## config.mk

```make
export PLATFORM = sky130hd
export DESIGN_NAME = octal_dac_serial_command_port
export DESIGN_NICKNAME = d
export VERILOG_FILES = /design/src/dac_cmd_pkg.sv /design/src/edge_sync.sv /design/src/channel_bank.sv /design/src/octal_dac_serial_command_port.sv
export SDC_FILE = /design/constraint.sdc
export NUM_CORES = 1
export LEC_CHECK = 0
export ABC_AREA = 0
export BUFFER_PORTS_ARGS = -buffer_cell sky130_fd_sc_hd__buf_4
export CAP_MARGIN = 10
export CORE_ASPECT_RATIO = 1.25
export CORE_UTILIZATION = 64
export CTS_CLUSTER_SIZE = 24
export DETAILED_ROUTE_END_ITERATION = 7
export PLACE_DENSITY_LB_ADDON = 0.12
export SETUP_SLACK_MARGIN = 0.4
export SYNTH_ARGS = -nofsm -noshare
export SYNTH_HDL_FRONTEND = slang
export SYNTH_HIERARCHICAL = 1
export SYNTH_SLANG_ARGS = --single-unit
```

## constraint.sdc

```tcl
create_clock -name MCLK -period 7.02 [get_ports MCLK]
set_input_delay 0.351 -clock MCLK [delete_from_list [all_inputs] [get_ports MCLK]]
set_output_delay 0.351 -clock MCLK [all_outputs]
set_load 0.05 [all_outputs]
```

## src/dac_cmd_pkg.sv

```systemverilog
// Package with the constants and types of the octal converter command port.
// Notes on behaviour
// (RULE1) While load strobe is low, every input register copies to its output register.
// (RULE2) Bits shift only with chip-select low; command executes on chip-select rise.
// (RULE3) Data input sampled into shift register on each rising shift-clock edge.
// (RULE4) Serial output changes on falling edge by default, rising edge after phase command.
// (RULE5) Reset clears interface, all channel registers to zero, falling-edge output timing.
// (RULE6) Frame is sixteen bits MSB first; first two bits ignored; full duplex.
// (RULE7) Frame decodes as 3-bit address, 3-bit opcode, eight data bits.
// (RULE8) Serial output shows each input bit sixteen shift-clock cycles later.
// (RULE9) Chip-select high: shift clock ignored, serial output holds, always driven.
// (RULE10) Host clocks exactly sixteen bits before raising chip-select.
// (RULE11) Host leaves shift clock low while pausing between frames.
// (RULE12) Frames in 4+4+8 bit groups or one word are treated alike.
// (RULE13) Opcode 000 changes nothing; bits only pass through.
// (RULE14) Opcode 001 clears all input and output registers.
// (RULE15) Opcode 010 enters shutdown; zero data bits disable channel buffers.
// (RULE16) Opcode 011 sets output phase from top address bit; held until changed.
// (RULE17) Opcode 100 loads data byte into all eight output registers; with load strobe low they take the input registers instead.
// (RULE18) Opcode 101 writes data byte into addressed input register only.
// (RULE19) Opcode 110 writes data byte into addressed input and output registers.
// (RULE20) Opcode 111 copies all input registers into output registers.
// (RULE21) With load strobe low, input writes appear on outputs at once.
// (RULE22) Both phase commands also copy all input registers to outputs.
// (RULE23) Output lag is 16.5 cycles in falling mode, 16 in rising mode.
// (RULE24) Clear, load-all and load-input-and-output commands end shutdown.
// (RULE25) Frames with fewer than sixteen rising edges are ignored.
// (RULE26) Bit counter resets whenever chip-select is high.
package dac_cmd_pkg;
   localparam int FRAME_BITS = 16;
   localparam int CNT_W = 5;
   localparam int CHANNELS = 8;
   localparam int CODE_W = 8;
   localparam int ADDR_HI = 13;
   localparam int ADDR_LO = 11;
   localparam int OP_HI = 10;
   localparam int OP_LO = 8;
   localparam logic [7:0] CODE_RESET = 8'h00;
   localparam logic [7:0] BUF_ENABLED = 8'hFF;
   localparam logic [4:0] FULL_COUNT = 5'h10;
   typedef enum logic [2:0] {
      OP_IDLE, OP_CLEAR, OP_SHUTDOWN, OP_PHASE, OP_LOAD_ALL, OP_LOAD_INPUT,
      OP_LOAD_BOTH, OP_SW_LOAD
   } opcode_t;
endpackage

```

## src/edge_sync.sv

```systemverilog
// Two-stage synchroniser with rising and falling edge pulses.
`timescale 1ns/1ps
module edge_sync (
   input wire logic clk,
   input wire logic rst_n,
   input wire logic async_in,
   output logic level,
   output logic rise,
   output logic fall
);
   logic meta_r, meta_nxt;
   logic sync_r, sync_nxt;
   logic last_r, last_nxt;
   always_comb begin
      meta_nxt = async_in;
      sync_nxt = meta_r;
      last_nxt = sync_r;
   end
   always_ff @(posedge clk or negedge rst_n) begin
      if (!rst_n) begin
         meta_r <= 1'b0;
         sync_r <= 1'b0;
         last_r <= 1'b0;
      end else begin
         meta_r <= meta_nxt;
         sync_r <= sync_nxt;
         last_r <= last_nxt;
      end
   end
   assign level = sync_r;
   assign rise = sync_r & ~last_r;
   assign fall = ~sync_r & last_r;
endmodule

```

## src/channel_bank.sv

```systemverilog
// Double-buffered input and output registers of the eight channels.
`timescale 1ns/1ps
module channel_bank
   import dac_cmd_pkg::*;
(
   input wire logic clk,
   input wire logic rst_n,
   input wire logic load_strobe,
   input wire logic exec,
   input wire logic [2:0] opcode,
   input wire logic [2:0] addr,
   input wire logic [7:0] code_byte,
   output logic [CHANNELS*CODE_W-1:0] out_flat
);
   logic [CODE_W-1:0] in_r [CHANNELS];
   logic [CODE_W-1:0] in_nxt [CHANNELS];
   logic [CODE_W-1:0] out_r [CHANNELS];
   logic [CODE_W-1:0] out_nxt [CHANNELS];
   always_comb begin
      for (int i = 0; i < CHANNELS; i++) begin
         in_nxt[i] = in_r[i];
         out_nxt[i] = out_r[i];
         if (exec) begin
            case (opcode_t'(opcode))
               OP_CLEAR: begin
                  in_nxt[i] = CODE_RESET; // [RULE14]
                  out_nxt[i] = CODE_RESET;
               end
               OP_PHASE: out_nxt[i] = in_r[i]; // [RULE22]
               OP_LOAD_ALL: out_nxt[i] = code_byte; // [RULE17]
               OP_LOAD_INPUT: begin
                  if (addr == i[2:0]) begin
                     in_nxt[i] = code_byte; // [RULE18]
                  end
               end
               OP_LOAD_BOTH: begin
                  if (addr == i[2:0]) begin
                     in_nxt[i] = code_byte; // [RULE19]
                     out_nxt[i] = code_byte;
                  end
               end
               OP_SW_LOAD: out_nxt[i] = in_r[i]; // [RULE20]
               default: begin
                  in_nxt[i] = in_r[i]; // [RULE13]
               end
            endcase
         end
         if (load_strobe) begin
            out_nxt[i] = in_nxt[i]; // [RULE1] [RULE21]
         end
      end
   end
   always_ff @(posedge clk or negedge rst_n) begin
      if (!rst_n) begin
         for (int i = 0; i < CHANNELS; i++) begin
            in_r[i] <= CODE_RESET; // [RULE5]
            out_r[i] <= CODE_RESET;
         end
      end else begin
         for (int i = 0; i < CHANNELS; i++) begin
            in_r[i] <= in_nxt[i];
            out_r[i] <= out_nxt[i];
         end
      end
   end
   always_comb begin
      for (int i = 0; i < CHANNELS; i++) begin
         out_flat[i*CODE_W +: CODE_W] = out_r[i];
      end
   end
endmodule

```

## src/octal_dac_serial_command_port.sv

```systemverilog
// Top level of the serial command port of the eight-channel converter.
`timescale 1ns/1ps
module octal_dac_serial_command_port
   import dac_cmd_pkg::*;
(
   input wire logic MCLK,
   input wire logic RESETN,
   input wire logic CS_N,
   input wire logic SCLK,
   input wire logic DIN,
   input wire logic LOAD_STROBE_N,
   output logic DOUT,
   output logic [7:0] CHANNEL_A_OUTPUT,
   output logic [7:0] CHANNEL_B_OUTPUT,
   output logic [7:0] CHANNEL_C_OUTPUT,
   output logic [7:0] CHANNEL_D_OUTPUT,
   output logic [7:0] CHANNEL_E_OUTPUT,
   output logic [7:0] CHANNEL_F_OUTPUT,
   output logic [7:0] CHANNEL_G_OUTPUT,
   output logic [7:0] CHANNEL_H_OUTPUT,
   output logic [7:0] BUFFER_ENABLE,
   output logic RISING_PHASE
);
   // ****************************************************************
   // Input synchronisers.
   // ****************************************************************
   logic cs_lvl, cs_rise, sclk_rise, sclk_fall, din_lvl, ld_lvl;
   edge_sync cs_sync (
      .clk(MCLK), .rst_n(RESETN), .async_in(CS_N),
      .level(cs_lvl), .rise(cs_rise), .fall()
   );
   edge_sync sclk_sync (
      .clk(MCLK), .rst_n(RESETN), .async_in(SCLK),
      .level(), .rise(sclk_rise), .fall(sclk_fall)
   );
   edge_sync din_sync (
      .clk(MCLK), .rst_n(RESETN), .async_in(DIN),
      .level(din_lvl), .rise(), .fall()
   );
   edge_sync ld_sync (
      .clk(MCLK), .rst_n(RESETN), .async_in(LOAD_STROBE_N),
      .level(ld_lvl), .rise(), .fall()
   );

   // ****************************************************************
   // Shift register, bit counter and serial output.
   // ****************************************************************
   logic [FRAME_BITS-1:0] shift_r, shift_nxt;
   logic [CNT_W-1:0] count_r, count_nxt;
   logic tail_r, tail_nxt;
   logic dout_r, dout_nxt;
   logic phase_r, phase_nxt;
   logic [7:0] buf_r, buf_nxt;
   logic exec;
   logic [CHANNELS*CODE_W-1:0] chan_flat;
   logic [2:0] op_w;

   assign op_w = shift_r[OP_HI:OP_LO]; // [RULE7]
   assign exec = cs_rise && (count_r >= FULL_COUNT); // [RULE2] [RULE25]

   always_comb begin
      shift_nxt = shift_r;
      count_nxt = count_r;
      tail_nxt = tail_r;
      dout_nxt = dout_r;
      if (cs_lvl) begin
         count_nxt = '0; // [RULE26] [RULE9]
      end else begin
         if (sclk_rise) begin
            tail_nxt = shift_r[FRAME_BITS-1]; // [RULE8]
            shift_nxt = {shift_r[FRAME_BITS-2:0], din_lvl}; // [RULE3] [RULE6] [RULE12]
            if (count_r < FULL_COUNT) begin
               count_nxt = count_r + 5'h01;
            end
            if (phase_r) begin
               dout_nxt = shift_r[FRAME_BITS-1]; // [RULE4] [RULE23]
            end
         end
         if (sclk_fall && !phase_r) begin
            dout_nxt = tail_r; // [RULE4] [RULE23]
         end
      end
   end

   // ****************************************************************
   // Mode state: output phase and buffer enables.
   // ****************************************************************
   always_comb begin
      phase_nxt = phase_r;
      buf_nxt = buf_r;
      if (exec) begin
         case (opcode_t'(op_w))
            OP_PHASE: phase_nxt = shift_r[ADDR_HI]; // [RULE16]
            OP_SHUTDOWN: buf_nxt = shift_r[7:0]; // [RULE15]
            OP_CLEAR, OP_LOAD_ALL, OP_LOAD_BOTH: buf_nxt = BUF_ENABLED; // [RULE24]
            default: buf_nxt = buf_r;
         endcase
      end
   end

   always_ff @(posedge MCLK or negedge RESETN) begin
      if (!RESETN) begin
         shift_r <= '0; // [RULE5]
         count_r <= '0;
         tail_r <= 1'b0;
         dout_r <= 1'b0;
         phase_r <= 1'b0;
         buf_r <= BUF_ENABLED;
      end else begin
         shift_r <= shift_nxt;
         count_r <= count_nxt;
         tail_r <= tail_nxt;
         dout_r <= dout_nxt;
         phase_r <= phase_nxt;
         buf_r <= buf_nxt;
      end
   end

   // ****************************************************************
   // Channel registers.
   // ****************************************************************
   channel_bank bank (
      .clk(MCLK),
      .rst_n(RESETN),
      .load_strobe(~ld_lvl),
      .exec(exec),
      .opcode(op_w),
      .addr(shift_r[ADDR_HI:ADDR_LO]),
      .code_byte(shift_r[7:0]),
      .out_flat(chan_flat)
   );

   assign DOUT = dout_r;
   assign RISING_PHASE = phase_r;
   assign BUFFER_ENABLE = buf_r;
   assign CHANNEL_A_OUTPUT = chan_flat[7:0];
   assign CHANNEL_B_OUTPUT = chan_flat[15:8];
   assign CHANNEL_C_OUTPUT = chan_flat[23:16];
   assign CHANNEL_D_OUTPUT = chan_flat[31:24];
   assign CHANNEL_E_OUTPUT = chan_flat[39:32];
   assign CHANNEL_F_OUTPUT = chan_flat[47:40];
   assign CHANNEL_G_OUTPUT = chan_flat[55:48];
   assign CHANNEL_H_OUTPUT = chan_flat[63:56];
endmodule

```

==> metrics.txt, run 1 <==
run status finished, violations left; failing checks hold timing; critical path cell sequence nor2b_1, nand2_1, inv_1, nand2_2, nor2_1, a21o_1, a221oi_1, o31ai_1; via count approximately 6,200; Initial DRT Pass Iterations 5; initial antenna violation count 0; final net count between 700 and 800; Hold Buf Count CTS 0; FP Rows 44; clk slew on worst S/H paths ~0.060 ns; deepest clock path buffer count 2; Iter 0 DRT Violations ~540; Final GP Congestion around 0.80; Tmin final approximately 3.2 ns; H-tree levels 4; first-pass GRT wire length 31.9 mm; post-synth design cell area 7810 um^2; Post-DP HPWL 12.1 mm; CP max stage delay ~0.69 ns; share of post-route cells with drive strength above 1 24.5%; clk_lat worst skew around 0.44 ns; post-cts sizing count 0; Top Layer Used met4; Die ar. roughly 13,000 um^2; Top Ports 80; startpoint types flip-flop; Setup TNS 0 ns; fill cell count between 800 and 900; worst min-delay path category in2async; FF-to-FF End bank/out_flat[1]$_DFFE_PN0P_; Crit path max-delay family simple AND/OR/NAND/NOR gates; syn nets 701; starting density of the core roughly two thirds; wl on met1 just under 8 mm; Worst EP required between 7 and 8 ns; Worst slew margin between 20% and 30%; FF-to-FF setup slack between 3 and 4 ns; final hold viol count 19; critical path class reg2reg; CTS tree done; clk_skew between 0.008 and 0.009 ns; Post-Synthesis Cells slightly below 700; ant diodes 0; dpl ws between 3 and 4 ns; Ys Warns 6; Worst Tran Pin Value around 1.1 ns; crit path max fanout 16; DRC 0; synthesis-to-finish area growth 15.0%; post-synthesis area per instance around 11 um^2; clock sink count 170; routed len/inst ~22 um; Worst Setup End Kind flip-flop; maximum VDD drop 195 uV; port buffer count between 70 and 80; fin crit share between 40 and 50%; buffer count from post-CTS setup fixing 0; final hold slack -0.0287 ns; DRT Wirelength 19.9 mm; # setup viols final 0; pin count of the biggest net entering global routing 92; Max Cap Violations 0; slowest cell on the critical path nor2_1; overall global routing resource usage around a third; leak pwr ~4.4 nW; Vias/cell ~6.7; Die Height 126 um; RSZ-0062 raised after global routing no; met3 WL approximately 1.7 mm; pins over their slew limit 0; worst r2r src cs_sync/level$_DFF_PN0_; Die Width about 100 um; clk root buf clkbuf_16; gr ovfl total 0; crit path DAT between 3 and 4 ns; Inserted Clock Buffers 17; core area around 12,000 um^2; vias in the first global route 6,068; Buf+Inv Stages, Crit Path 1; pwr dens around 280 nW/um^2; WL met2 9.60 mm; Final Worst Setup Slack 3.86 ns; fmax 316 MHz; worst r2r path cells 8; Routed Antenna Nets 0
==> through the flow <==
| stage | total power (W) | utilization, % | std cells | area [um^2] | hold slack (ns) |
|---|---|---|---|---|---|
| 6_report | 0.00248 | 76.3 | 921 | 8990 | -0.0287 |
| 5_1_grt | 0.00255 | 76.3 | 921 | 8990 | 0.00600 |
| 4_1_cts | 0.00248 | 76.1 | 920 | 8970 | 0.0121 |
| 3_5_place_dp | 0.00154 | 71.1 | 888 | 8370 | 0.336 |
| 3_3_place_gp | 0.00153 | 71.1 | 888 | 8370 | 0.332 |
| 2_1_floorplan | 0.00138 | - | 694 | 7810 | 0.0554 |
==> cell usage in the layout, fill, tap and decap left out, types with 4 or more instances in the layout <==
master / n
dfrtp_1: 162
nand2_1: 118
buf_4: 82
a21oi_1: 62
a21o_1: 38
a311oi_1: 26
a22o_1: 22
o31ai_1: 22
clkbuf_16: 17
a221oi_1: 15
nor2_1: 14
mux2_2: 14
dfstp_2: 8
o22ai_1: 8
a2bb2oi_1: 8
o21ai_0: 8
a211oi_1: 7
inv_1: 6
mux2_4: 6
a22o_2: 6
o21ai_1: 6
o221a_2: 6
o221a_1: 6
clkbuf_1: 5
a32o_1: 4
nor2b_1: 4
==> per-layer routing <==
metal	global-route usage, %	vias up
met4	18.2	0
met3	7.99	62
met2	50.3	316
met5	0	-
li1	-	2701
met1	44.9	3130
==> power breakdown <==
part / internal [W] / switching, W / total [W]
Clock: 0.000576 / 0.000369 / 0.000945
Sequential: 0.00103 / 0.000154 / 0.00119
Combinational: 0.000115 / 0.000236 / 0.000351
==> layout make-up <==
| class | count | area, um^2 | area share, % |
|---|---|---|---|
| Clock buffer | 24 | 472 | 5.25 |
| Sequential cell | 170 | 4260 | 47.5 |
| Clock inverter | 8 | 120 | 1.34 |
| Multi-Input combinational cell | 467 | 3260 | 36.2 |
| Timing Repair Buffer | 84 | 647 | 7.20 |
| Tap cell | 161 | 201 | 2.24 |
| Inverter | 7 | 26.3 | 0.292 |
==> sequential cells by signal, indices dropped and copies added (netlist names), 5 cells and up <==
signal and flops:
BUFFER_ENABLE 8, shift_r 16, count_r 5, bank/out_flat 64, bank/in_r 64
==> worst max path at each step <==
stage | depth (start not counted) | slack (ns) | to | from
after floorplan | 9 | 4.74 | bank/out_flat[55]$_DFFE_PN0P_ | cs_sync/level$_DFF_PN0_
after global placement | 8 | 4.21 | bank/out_flat[6]$_DFFE_PN0P_ | cs_sync/level$_DFF_PN0_
after detailed placement | 8 | 3.99 | bank/out_flat[6]$_DFFE_PN0P_ | cs_sync/level$_DFF_PN0_
after CTS | 8 | 3.93 | bank/out_flat[6]$_DFFE_PN0P_ | cs_sync/level$_DFF_PN0_
after global routing | 8 | 3.65 | bank/out_flat[44]$_DFFE_PN0P_ | cs_sync/level$_DFF_PN0_
final | 8 | 3.86 | bank/out_flat[1]$_DFFE_PN0P_ | cs_sync/level$_DFF_PN0_
==> worst register-to-register path, delay by kind of cell (launching register included) <==
kind	cells	cell delay, ns
compound gates	3	1.02
simple gates	4	1.33
flops	1	0.52
buf+inv	1	0.19
No activity file was read; power rests on OpenSTA's default activity.
==> inputs of run 2 (changes only) <==
CORE_UTILIZATION = 53   (was 64)
clock period = 2.8 ns   (was 7.02 ns; I/O delays follow)
==> run 2 against run 1 <==
Against the previous run:
- the flow now finishes without violations
- clock skew fell by 0.0011 ns
- final area rose by 4.3%
- flip-flop and latch count did not move
- clock power rose by 140%
- highest routed layer unchanged
- critical path type unchanged
- register-to-register slack got worse by 3.3 ns
- worst hold slack improved by 0.30 ns
- setup slack got worse by 3.3 ns
==> metrics.txt, run 2 (synthesis gave the netlist of run 1 again) <==
Die Height ~140 um; Power Internal ~0.0043 W; ant diodes 0; Worst EP required 3.18 ns; startpoint types flip-flop; switch share a little under a third; fill cell count 1,089; most frequent cells in the layout dfrtp_1 (162), nand2_1 (118), buf_4 (110), a21oi_1 (62), a21o_1 (36); pins over their slew limit 0; clock sink count 170; synthesis-to-finish area growth 19.9%; maximum VDD drop ~440 uV; port buffer count around 80; Switch Pwr 0.00193 W; RSZ-0062 raised after global routing no; Post-DP HPWL ~13 mm; share of post-route cells with drive strength above 1 28.0%; Initial DRT Pass Iterations 5; dpl ws ~0.3 ns; Die ar. ~15,000 um^2; H-tree levels 4; run status completed; FF-to-FF setup slack approximately 0.51 ns; clk slew on worst S/H paths about 0.060 ns; Cell Count, Final, Fillers Out 974; Routed Antenna Nets 0; clk_lat worst skew approximately 0.44 ns; Max Cap Violations 0; Final GP Congestion slightly above 0.8; clk_skew 0.00706 ns; leak pwr 4.61 nW; Tmin final approximately 2.3 ns; placed insts approximately 900; worst min-delay path category in2async; most common cell after layout, fill and taps aside dfrtp_1; pwr dens roughly 660 nW/um^2; via count approximately 6,200; final hold viol count 0; Worst Setup End Kind flip-flop; Vias/cell between 6 and 7; # setup viols final 0; Setup TNS 0 ns; deepest clock path buffer count 2; starting density of the core ~54%; fin crit share about four fifths; initial antenna violation count 0; Worst slew margin 48.0%; Clock Power Share between 30% and 40%; DRT Wirelength around 21 mm; FF-to-FF End bank/out_flat[36]$_DFFE_PN0P_; CTS tree done; gr ovfl total 0; final net count slightly below 800; Total Power about 0.0062 W; core area 14,400 um^2; Top Ports 80; Die Width 111 um; Iter 0 DRT Violations 468; crit path max fanout 14; DRC 0; worst r2r src shift_r[13]$_DFFE_PN0P_; first-pass GRT wire length approximately 32 mm; pin count of the biggest net entering global routing a little under 70; crit path DAT around 2.7 ns; Final Worst Setup Slack between 0.5 and 0.6 ns; sequential share of power between 40% and 50%; Inserted Clock Buffers 17; FP Rows 49; overall global routing resource usage between 20% and 30%; Comb pwr share roughly 18%; Worst Tran Pin Value slightly below 0.8 ns; routed len/inst ~21 um; worst r2r path cells 5; final core utilization between 60% and 70%; vias in the first global route 5,999; clk root buf clkbuf_16; critical path class reg2reg; fmax roughly 440 MHz
-- run 2: cell count changes in the layout (fill, tap and decap cells not counted), sizes merged --
cell	before	now
clkinvlp	2	3
dlygate4sd3	0	5
bufinv	3	2
buf	84	115
-- run 2: through the flow --
step                hold WS (ns)  area (um^2)
finish                     0.271         9370
global route               0.346         9370
CTS                        0.315         9230
detailed placement         0.198         8580
global placement           0.187         8580
floorplan                 -0.156         7810
-- run 2: layout make-up --
cell class	instances	area, um^2	share of cell area, %
Clock buffer	24	472	5.03
Clock inverter	8	97.6	1.04
Inverter	7	26.3	0.280
Multi-Input combinational cell	467	3320	35.4
Sequential cell	170	4260	45.5
Tap cell	178	223	2.38
Timing Repair Buffer	120	967	10.3
-- run 2: worst max path at each step --
| stage | start | endpoint | slack [ns] | cells past startpoint |
|---|---|---|---|---|
| after floorplan | cs_sync/level$_DFF_PN0_ | bank/out_flat[55]$_DFFE_PN0P_ | 0.52 | 9 |
| after global placement | cs_sync/level$_DFF_PN0_ | bank/out_flat[23]$_DFFE_PN0P_ | 0.39 | 8 |
| after detailed placement | cs_sync/level$_DFF_PN0_ | bank/out_flat[4]$_DFFE_PN0P_ | 0.30 | 8 |
| after CTS | cs_sync/level$_DFF_PN0_ | bank/out_flat[25]$_DFFE_PN0P_ | 0.35 | 8 |
| after global routing | shift_r[13]$_DFFE_PN0P_ | bank/out_flat[36]$_DFFE_PN0P_ | 0.44 | 5 |
| final | shift_r[13]$_DFFE_PN0P_ | bank/out_flat[36]$_DFFE_PN0P_ | 0.51 | 5 |
-- run 2: repair_timing --
action,4_1_cts,5_1_grt
hold buffers,5,0
endpoints found under the hold margin,69,0
gates resized for setup,5,9
endpoints found under the setup margin,27,50
pin swaps,0,6
buffers inserted,0,13
-- run 2: metal layers --
layer / track usage, % / vias to the layer above / part of all wire (%)
li1: - / 2780 / -
met1: 34.7 / 3134 / 42
met2: 45.9 / 223 / 49
met3: 5.54 / 54 / 5.9
met4: 13.5 / 0 / 3.6
met5: 0 / - / 0
-- run 2: power groups by stage --
stage	Combinational, W	Sequential (W)	Clock (W)
2_1_floorplan	0.000467	0.00300	0
5_1_grt	0.00116	0.00284	0.00243
4_1_cts	0.00109	0.00282	0.00233
3_3_place_gp	0.00105	0.00285	0
3_5_place_dp	0.00107	0.00286	0
6_report	0.00110	0.00283	0.00229
-- run 2: critical path, cell delays in order (launching register included) --
cell,delay [ns]
dfrtp_1,0.66
nor3b_2,0.41
nor3b_4,0.44
nand2_1,0.13
a311oi_1,0.47
a21o_1,0.13
==> inputs of run 3 (changes only) <==
ABC_AREA = 1   (was 0)
CORE_UTILIZATION = 60   (was 53)
clock period = 2.2 ns   (was 2.8 ns; I/O delays follow)
==> run 3 against run 2 <==
Against the previous run:
- the run now ends with DRC left
- worst hold slack got worse by 0.15 ns
- non-clock buffer count increased by 24
- synthesized cell count increased by 73%
- sequential share of layout area decreased by 6.2 points
- largest power group unchanged
==> metrics.txt, run 3 <==
core area between 10,000 and 15,000 um^2; H-tree levels 4; crit path max fanout 13; Post-Place Cell Area 9800 um^2; dpl ws around 0.23 ns; clock sink count 170; worst min-delay path category in2async; final hold viol count 0; design area ~11,000 um^2; Worst Setup End Kind flip-flop; Worst EP required ~2.6 ns; critical path class reg2reg; run status finished, violations left; ant diodes 0; Post-Synthesis Cells 1,202; Top Ports 80; # setup viols final 0; initial antenna violation count 0; Die Height between 100 and 150 um; Final GP Congestion roughly 0.87; clk_lat worst skew around 0.45 ns; fmax between 500 and 600 MHz; Routed Antenna Nets 0; fin crit share about four fifths; clk_skew about 0.0065 ns; Cell Count, Final, Fillers Out between 1,500 and 2,000; most common cell after layout, fill and taps aside nand2_1; post-synth design cell area 8930 um^2; most frequent cells in the layout nand2_1 (564), dfrtp_1 (156), buf_4 (123), nand3_1 (110), a21oi_1 (70); FF-to-FF setup slack ~0.47 ns; share of post-route cells with drive strength above 1 a little over 20%; startpoint types flip-flop; post-synthesis area per instance 7.43 um^2; synthesis-to-finish area growth 21.6%; clk root buf clkbuf_16; Worst Tran Pin Value a little under 0.7 ns; pin count of the biggest net entering global routing 57; Vias/cell 5.74; clk slew on worst S/H paths 0.07 ns; Die ar. between 15,000 and 20,000 um^2; Max Cap Violations 0; port buffer count 79; starting density of the core 61.7%; routed len/inst approximately 17 um; final net count 1,327; Iter 0 DRT Violations 839; maximum VDD drop 552 uV; Die Width around 110 um; register area around 4300 um^2; Final Worst Setup Slack approximately 0.47 ns; Setup TNS 0 ns; deepest clock path buffer count 2; leak pwr roughly 6 nW; Ys Warns 6; FP Rows 49; RSZ-0062 raised after global routing no; Worst slew margin a little over half; footprint of the multi-input gates between 4000 and 5000 um^2; via count 8,673; placed insts between 1,000 and 1,500; Initial DRT Pass Iterations 8; syn nets 1,209; CTS tree done; Inserted Clock Buffers 17; Tmin final between 1.5 and 2 ns; Post-DP HPWL ~15 mm; pwr dens about 800 nW/um^2; crit path DAT 2.12 ns; gr ovfl total 0; pins over their slew limit 0; DRT Wirelength 26.0 mm; first-pass GRT wire length around 40 mm; failing checks DRC; DRC 16; overall global routing resource usage around a third; fill cell count 1,112; final core utilization about three quarters; vias in the first global route 7,766
==> run 3: cell type report <==
class,count,area share (%)
clock buffer,17,3.92
clock inverter,15,1.54
inverter,61,2.19
multi-input combinational,926,39.2
sequential,170,39.3
tap,178,2.05
timing repair buffer,144,11.8
==> run 3: routing by layer <==
metal  global-route usage (%)  part of all wire [%]  routed length [um]  vias to the layer above
met4                     16.6                   5.5                1440                        0
li1                         -                     -                   -                     4104
met3                     5.79                   9.0                2350                      117
met2                     50.1                    46               12000                      457
met5                        0                     0                   0                        -
met1                     43.3                    39               10200                     3995
==> run 3: what timing repair did <==
item,CTS,global route
hold buffers,5,0
endpoints found under the setup margin,19,66
cloned,0,11
setup buffers,3,17
pin swaps,1,8
endpoints found under the hold margin,142,0
gates resized for setup,3,34
==> run 3: power by group <==
group / internal, W / leakage [nW] / switching, W
clock network: 0.00169 / 0.290 / 0.00138
logic: 0.000620 / 3.44 / 0.00150
registers: 0.00337 / 2.24 / 0.000231
==> run 3: stage by stage <==
step / hold WS, ns / power [W]
floorplan: -0.186 / 0.00493
global placement: 0.0222 / 0.00558
detailed placement: 0.0218 / 0.00560
CTS: 0.131 / 0.00864
global route: 0.146 / 0.00908
finish: 0.118 / 0.00879
==> run 3: final timing paths <==
check                                    startpoint                       endpoint  cells past startpoint
hold / removal                               RESETN  bank/out_flat[10]$_DFFE_PN0P_                      2
max in group asynchronous                    RESETN   BUFFER_ENABLE[1]$_DFFE_PN1P_                      3
setup / recovery            shift_r[13]$_DFFE_PN0P_  bank/out_flat[18]$_DFFE_PN0P_                      7
hold reg to reg            ld_sync/meta_r$_DFF_PN0_        ld_sync/level$_DFF_PN0_                      0
min in group MCLK                              SCLK     sclk_sync/meta_r$_DFF_PN0_                      2
setup reg to reg            shift_r[13]$_DFFE_PN0P_  bank/out_flat[18]$_DFFE_PN0P_                      7
==> run 3: critical path, stage by stage (launching register included) <==
cell	delay, ns
dfrtp_1	0.43
inv_2	0.25
nand3_2	0.28
nand2_2	0.24
nand3_4	0.18
nor2_1	0.15
nand2_1	0.08
nand2_1	0.05
